File: src/lpc_cfg.svh
`ifndef LPC_CFG_SVH
`define LPC_CFG_SVH

// Register offsets
`define LPC_ADDR_SHUTDOWN   8'h00
`define LPC_ADDR_PWM_FIRST  8'h01
`define LPC_ADDR_UPDATE     8'h25
`define LPC_ADDR_CTRL_FIRST 8'h26
`define LPC_ADDR_GLOBAL     8'h4A
`define LPC_ADDR_FREQ       8'h4B
`define LPC_ADDR_RESET      8'h4F

// Data value that fires the update and reset registers
`define LPC_TRIGGER         8'h00

// Field positions
`define LPC_BIT_SOFT_RUN    0
`define LPC_BIT_GLOBAL_OFF  0
`define LPC_BIT_FREQ_SEL    0
`define LPC_BIT_CH_ON       0
`define LPC_SCALE_LSB       1

// Reset values
`define LPC_RST_BIT         1'b0
`define LPC_RST_BYTE        8'h00
`define LPC_RST_SCALE       2'h0

// Channel count and PWM timing
`define LPC_CHANNELS        36
`define LPC_CLK_HZ          125000000
`define LPC_PWM_LO_HZ       3000
`define LPC_PWM_HI_HZ       22000
`define LPC_PWM_STEPS       256
`define LPC_DIV_LO (`LPC_CLK_HZ / (`LPC_PWM_LO_HZ * `LPC_PWM_STEPS))
`define LPC_DIV_HI (`LPC_CLK_HZ / (`LPC_PWM_HI_HZ * `LPC_PWM_STEPS))

`endif

File: src/lpc_pkg.sv
package lpc_pkg;

	typedef logic [7:0] lpc_duty_t;

	typedef struct packed {
		logic [1:0] scale;
		logic       on;
	} lpc_ctl_t;

endpackage : lpc_pkg

File: src/lpc_tb_if.sv
`timescale 1ns/100ps
`default_nettype none

interface lpc_tb_if;
	logic       freq_sel;
	logic       step_en;
	logic [7:0] count;

	modport src (input freq_sel, output step_en, output count);
	modport snk (output freq_sel, input step_en, input count);
endinterface : lpc_tb_if

`default_nettype wire

File: src/lpc_led_pwm_ctrl.sv
`timescale 1ns/100ps
`default_nettype none
`include "lpc_cfg.svh"

module lpc_led_pwm_ctrl
	import lpc_pkg::*;
#(
	parameter int CHANNELS = `LPC_CHANNELS,
	parameter int DIV_LO   = `LPC_DIV_LO,
	parameter int DIV_HI   = `LPC_DIV_HI
)(
	input  wire logic                  clk_i,
	input  wire logic                  reset_i,
	input  wire logic                  wr_en_i,
	input  wire logic [7:0]            wr_addr_i,
	input  wire logic [7:0]            wr_data_i,
	input  wire logic                  hw_shutdown_n_i,
	output var  logic [CHANNELS-1:0]   led_drive_o,
	output var  logic [2*CHANNELS-1:0] current_scale_o,
	output var  logic                  serial_if_reset_o
);

	if (CHANNELS < 1 || CHANNELS > `LPC_CHANNELS) begin : g_bad_ch
		$error("Channel count out of range");
	end

	typedef struct packed {
		logic                     sd_meta;
		logic                     sd_sync;
		logic                     sd_prev;
		logic                     serial_rst;
		logic                     soft_run;
		logic                     global_off;
		logic                     freq_sel;
		lpc_duty_t [CHANNELS-1:0] pwm_sh;
		lpc_duty_t [CHANNELS-1:0] pwm_act;
		lpc_ctl_t  [CHANNELS-1:0] ctl_sh;
		lpc_ctl_t  [CHANNELS-1:0] ctl_act;
		logic      [CHANNELS-1:0] drive;
	} lpc_state_t;

	// Channel register hit at base plus index
	function automatic logic lpc_hit(input logic [7:0] a,
		input logic [7:0] base, input int idx);
		return a == 8'(base + idx[7:0]);
	endfunction : lpc_hit

	// Trigger register written with the firing value
	function automatic logic lpc_trig(input logic en,
		input logic [7:0] a, input logic [7:0] d, input logic [7:0] target);
		return en && a == target && d == `LPC_TRIGGER;
	endfunction : lpc_trig

	// Register fields back to their defaults, sync flops untouched
	function automatic lpc_state_t lpc_clear(input lpc_state_t s);
		lpc_state_t r;
		r            = s;
		r.soft_run   = `LPC_RST_BIT;
		r.global_off = `LPC_RST_BIT;
		r.freq_sel   = `LPC_RST_BIT;
		r.pwm_sh     = {CHANNELS{`LPC_RST_BYTE}};
		r.pwm_act    = {CHANNELS{`LPC_RST_BYTE}};
		r.ctl_sh     = {CHANNELS{`LPC_RST_SCALE, `LPC_RST_BIT}};
		r.ctl_act    = {CHANNELS{`LPC_RST_SCALE, `LPC_RST_BIT}};
		r.drive      = '0;
		return r;
	endfunction : lpc_clear

	localparam lpc_state_t ST_IDLE = '{
		sd_meta: 1'b1,
		sd_sync: 1'b1,
		sd_prev: 1'b1,
		default: '0
	};
	localparam lpc_state_t ST_RST = lpc_clear(ST_IDLE);

	lpc_state_t          st;
	lpc_state_t          nxt;
	logic                gate;
	logic                upd_hit;
	logic                rst_hit;
	logic [CHANNELS-1:0] live;

	lpc_tb_if tb_if ();

	lpc_pwm_timebase #(
		.DIV_LO (DIV_LO),
		.DIV_HI (DIV_HI)
	) u_timebase (
		.clk_i   (clk_i),
		.reset_i (reset_i),
		.tb      (tb_if)
	);

	assign tb_if.freq_sel = st.freq_sel;

	always_comb begin
		nxt     = st;
		upd_hit = lpc_trig(wr_en_i, wr_addr_i, wr_data_i, `LPC_ADDR_UPDATE);
		rst_hit = lpc_trig(wr_en_i, wr_addr_i, wr_data_i, `LPC_ADDR_RESET);
		// Shutdown pin synchroniser and rising edge pulse
		nxt.sd_meta    = hw_shutdown_n_i;
		nxt.sd_sync    = st.sd_meta;
		nxt.sd_prev    = st.sd_sync;
		nxt.serial_rst = st.sd_sync & ~st.sd_prev;
		// Shared enable of all current sources
		gate = st.soft_run & ~st.global_off & st.sd_sync;
		for (int i = 0; i < CHANNELS; i++) begin
			// Channels that must light at the period start
			live[i] = st.ctl_act[i].on & (st.pwm_act[i] != 8'h00);
			nxt.drive[i] = gate & st.ctl_act[i].on
				& (tb_if.count < st.pwm_act[i]);
		end
		// Writes are taken in any shutdown state
		if (wr_en_i) begin
			if (wr_addr_i == `LPC_ADDR_SHUTDOWN) begin
				nxt.soft_run = wr_data_i[`LPC_BIT_SOFT_RUN];
			end
			if (wr_addr_i == `LPC_ADDR_GLOBAL) begin
				nxt.global_off = wr_data_i[`LPC_BIT_GLOBAL_OFF];
			end
			if (wr_addr_i == `LPC_ADDR_FREQ) begin
				nxt.freq_sel = wr_data_i[`LPC_BIT_FREQ_SEL];
			end
			for (int i = 0; i < CHANNELS; i++) begin
				if (lpc_hit(wr_addr_i, `LPC_ADDR_PWM_FIRST, i)) begin
					nxt.pwm_sh[i] = wr_data_i;
				end
				if (lpc_hit(wr_addr_i, `LPC_ADDR_CTRL_FIRST, i)) begin
					nxt.ctl_sh[i].on    = wr_data_i[`LPC_BIT_CH_ON];
					nxt.ctl_sh[i].scale = wr_data_i[`LPC_SCALE_LSB +: 2];
				end
			end
		end
		// Shadow copies go live together
		if (upd_hit) begin
			nxt.pwm_act = st.pwm_sh;
			nxt.ctl_act = st.ctl_sh;
		end
		if (rst_hit) begin
			nxt = lpc_clear(nxt);
		end
	end

	always_ff @(posedge clk_i or posedge reset_i) begin
		if (reset_i) begin
			st <= ST_RST;
		end else begin
			st <= nxt;
		end
	end

	assign led_drive_o       = st.drive;
	assign serial_if_reset_o = st.serial_rst;

	// Scale code per channel goes to the current source
	for (genvar g = 0; g < CHANNELS; g++) begin : g_scale
		assign current_scale_o[2*g +: 2] = st.ctl_act[g].scale;
	end
endmodule : lpc_led_pwm_ctrl

`default_nettype wire

File: src/lpc_pwm_timebase.sv
`timescale 1ns/100ps
`default_nettype none
`include "lpc_cfg.svh"

module lpc_pwm_timebase
	import lpc_pkg::*;
#(
	parameter int DIV_LO = `LPC_DIV_LO,
	parameter int DIV_HI = `LPC_DIV_HI
)(
	input  wire logic clk_i,
	input  wire logic reset_i,
	lpc_tb_if.src     tb
);

	localparam int DW  = $clog2(DIV_LO);
	localparam int GAP = DIV_LO;

	if (DIV_HI < 2 || DIV_LO < DIV_HI) begin : g_bad_div
		$error("Divider counts out of range");
	end

	typedef struct packed {
		logic [DW-1:0] div;
		logic [7:0]    count;
		logic          step;
	} lpc_tb_state_t;

	lpc_tb_state_t st;
	lpc_tb_state_t nxt;
	logic [DW-1:0] limit;

	// Step prescaler and shared period counter
	always_comb begin
		nxt = st;
		nxt.step = 1'b0;
		limit = tb.freq_sel ? DW'(DIV_HI - 1) : DW'(DIV_LO - 1);
		if (st.div >= limit) begin
			nxt.div   = '0;
			nxt.step  = 1'b1;
			nxt.count = st.count + 8'h01;
		end else begin
			nxt.div = st.div + DW'(1);
		end
	end

	always_ff @(posedge clk_i or posedge reset_i) begin
		if (reset_i) begin
			st <= '0;
		end else begin
			st <= nxt;
		end
	end

	assign tb.step_en = st.step;
	assign tb.count   = st.count;
endmodule : lpc_pwm_timebase

`default_nettype wire

File: config.mk
export PLATFORM = sky130hd
export DESIGN_NAME = lpc_led_pwm_ctrl
export DESIGN_NICKNAME = d
export VERILOG_FILES = /design/src/lpc_pkg.sv /design/src/lpc_tb_if.sv /design/src/lpc_led_pwm_ctrl.sv /design/src/lpc_pwm_timebase.sv
export VERILOG_INCLUDE_DIRS = /design/src
export SDC_FILE = /design/constraint.sdc
export NUM_CORES = 2
export LEC_CHECK = 0
export CAP_MARGIN = 5
export CORE_MARGIN = 2
export CORE_UTILIZATION = 52
export DETAILED_ROUTE_END_ITERATION = 12
export DONT_BUFFER_PORTS = 1
export PLACE_DENSITY = 0.67
export SLEW_MARGIN = 0
export SYNTH_ARGS = -nofsm -noshare
export SYNTH_HDL_FRONTEND = slang
export SYNTH_SLANG_ARGS = --single-unit
File: constraint.sdc
create_clock -name clk_i -period 34.4 [get_ports clk_i]
set_input_delay 5.16 -clock clk_i [delete_from_list [all_inputs] [get_ports clk_i]]
set_output_delay 5.16 -clock clk_i [all_outputs]
set_load 0.01 [all_outputs]
==> results.md <==
* Status: completed
* Slew Limit Fails at 0
* Critical Path End Type: flop
* Root Driver: clkbuf_16
* Met3 usage at 0.0543
* CP Launch Type: input port
* IO Port Bufs at 0
* Worst slew pin tran at 1.27 ns
* Crit Path Max Fanout at approximately 110
* Synthesized area at 40000 µm²
* Crit path cell chain: and4_1, nand3_4, a21o_4, buf_4, buf_4, buf_4, o21ai_0
* Final WL at around 100000 µm
* Dpl cells at between 4k and 5k
* Post-Syn Nets at 4342
* Avg WL per Cell at 20.6 µm
* Slew margin rel. at 0.152
* Critical path's slowest cell: buf_4
* Top Usage Layer GRT: met2
* Placer Congestion at roughly 0.83
* Height of the chip at 281 µm
* Clock transition at path regs at 0.06 ns
* P_leak at 19.3 nW
* Final Skew at about 0.024 ns
* Primary FF master, synth: dfrtp_1
* Initial drt markers at 2448
* Pwr/cell area at 56.9 nW/µm²
* Final setup TNS at 0 ns
* Post-synthesis sequential area ratio at 0.532
* Post-route setup slack at 25.49 ns
* Crit path required time at 34.89 ns
* Place WS at 24.90 ns
* Crit Path Category: input port to flop
* Crit path arrival time at 9.40 ns
* Post-route insts no fill at 4964
* Gr ovfl total at 0
* EDFF count, synth at 0
* Clock sinks at 851
* Yosys top cell by area: dfrtp_1
* Total GRT Usage at 0.265
* DRC viols at 0
* Worst-Skew Late Latency at around 0.65 ns
* Hold WC Path Type: flop to flop
* Initial antenna violation count at 2
* Final Setup Violations at 0
* Largest net degree at the start of global routing at 271
* Final hold violation count at 0
* Dpl hpwl at 60700 µm
* Max-capacitance violation count at 0
* Post-CTS setup buffers at 0
* Die Wd at 281 µm
* Syn. warnings at 0
* Initial core utilization at 0.526
* Met2 Usage GRT at 0.421
* Core area at 76100 µm²
* Area grow syn2layout at 7.75%
* Detail Route Antenna Nets at 0
* I/O pin count at between 100 and 150
* Fmax at roughly 110 MHz
* NumNets Final at 4141
* CTS max path bufs at 3
* RSZ-0062 raised after global routing: no
* Final period utilization at 0.259
* Commonest cells in the netlist: 959 x nand2_1, 848 x dfrtp_1, 548 x o21ai_0
* Synthesized flop and latch total at 851
* CP max stage delay at approximately 0.83 ns
* Crit path top cell by count: buf_4
* Util after Layout at 0.567
* First-pass GRT wire length at 161000 µm
* FFs w/ async S/R, synth at 1.00
* Post-CTS Hold Fix Bufs at 0
* Post-cts sizing count at 0
* # rows at 101
* Yosys cell types at 51
* Top cells by area, synth: dfrtp_1 53%, nand2_1 9.0%, ha_1 8.1%, o21ai_0 6.9%, mux2_2 5.8%
* Syn Area/Cell at 9.85 µm²
* Vias in the first global route at 27.4k
* Pre-Repair DR Iteration Count at 6
* Met1 GRT Util at 0.366
* Syn Inst Count at 4062
* IR drop worst, VDD at about 0.036 mV
* CTS buffer count at 90
* Top-count cell post-synth: nand2_1
* Vias per cell at 5.60
* Die Area at 79200 µm²
* Share of post-route cells with drive strength above 1 at 0.109
* H-tree Lvls at 3
* Synth top area share at 0.530
* TritonCTS clock tree: done
* Post-route minimum period at roughly 8.9 ns
* Vias at 27.8k
==> layout make-up <==
type	count	area [µm²]
Antenna cell	2	5.00
Clock buffer	134	2670
Clock inverter	29	447
Fill cell	6645	33000
Inverter	301	1140
Multi-Input combinational cell	2572	15900
Sequential cell	851	21300
Tap cell	1030	1290
Timing Repair Buffer	45	363
==> logic make-up after synthesis <==
logic type / Yosys count / share of synthesized area
AO/OA/AOI/OAI: 886 / 0.129
flip-flops: 851 / 0.532
multiplexers: 208 / 0.0585
XOR/XNOR: 13 / 0.00285
buffers and inverters: 639 / 0.0718
AND/OR/NAND/NOR: 1205 / 0.125
adder cells (fa/ha/maj): 260 / 0.0813
==> registers in the layout, summed over array words and instances, names as in the netlist <==
| register | count |
|---|---|
| current_scale_o | 72 |
| u_timebase.st | 8 |
| st | 725 |
| u_timebase.tb.count | 8 |
| serial_if_reset_o | 1 |
| tb_if.freq_sel | 1 |
| led_drive_o | 36 |
==> layout by cell type, fill, tap and decap left out, types with 26 or more instances in the layout <==
cell type  count
nand2_1      959
dfrtp_1      841
o21ai_0      548
inv_1        299
ha_1         260
mux2_2       205
a21oi_1      147
clkbuf_16     92
nand3_1       82
nand4_1       43
buf_4         43
nor2_1        42
nand2b_1      39
o221ai_1      36
a21o_1        36
a2111oi_0     36
o2bb2ai_1     26
==> stage by stage <==
step | instance area (µm²) | total power, mW | hold slack (ns)
2_1_floorplan | 40000 | 1.33 | 0.345
3_3_place_gp | 40000 | 1.44 | 0.346
3_5_place_dp | 40000 | 1.45 | 0.354
4_1_cts | 43100 | 2.47 | 0.356
5_1_grt | 43100 | 2.56 | 0.361
6_report | 43100 | 2.45 | 0.353
==> worst max-delay path, delay by kind of cell <==
family	cells	cell delay [ns]
compound gates	2	0.87
simple gates	2	0.88
buf+inv	3	2.36
==> path summary, 6_finish.rpt <==
| path | from | end | slack, ns | cells after the start |
|---|---|---|---|---|
| max | wr_addr_i[2] | st[517]$_DFFE_PP0P_ | 25.49 | 7 |
| min | st[834]$_DFF_PP1_ | st[833]$_DFF_PP1_ | 0.35 | 0 |
| max reg2reg | u_timebase.tb.count[5]$_DFFE_PP0N_ | led_drive_o[25]$_DFF_PP0_ | 31.15 | 6 |
| min reg2reg | st[834]$_DFF_PP1_ | st[833]$_DFF_PP1_ | 0.35 | 0 |
| max in group asynchronous | reset_i | u_timebase.tb.count[2]$_DFFE_PP0N_ | 26.65 | 4 |
| min in group asynchronous | reset_i | st[680]$_DFFE_PP0P_ | 4.44 | 1 |
==> layer usage <==
| metal | up-vias | share of wire |
|---|---|---|
| met3 | 171 | 0.067 |
| li1 | 13131 | - |
| met4 | 2 | 0.027 |
| met1 | 13779 | 0.44 |
| met5 | - | 0.00037 |
| met2 | 714 | 0.46 |
==> where the power goes <==
part / switching, mW / internal (mW) / total [mW]
registers: 0.0347 / 1.03 / 1.07
logic: 0.202 / 0.162 / 0.364
clock network: 0.409 / 0.612 / 1.02
total: 0.647 / 1.81 / 2.45
Note: power is estimated with default switching activity, not from simulation.
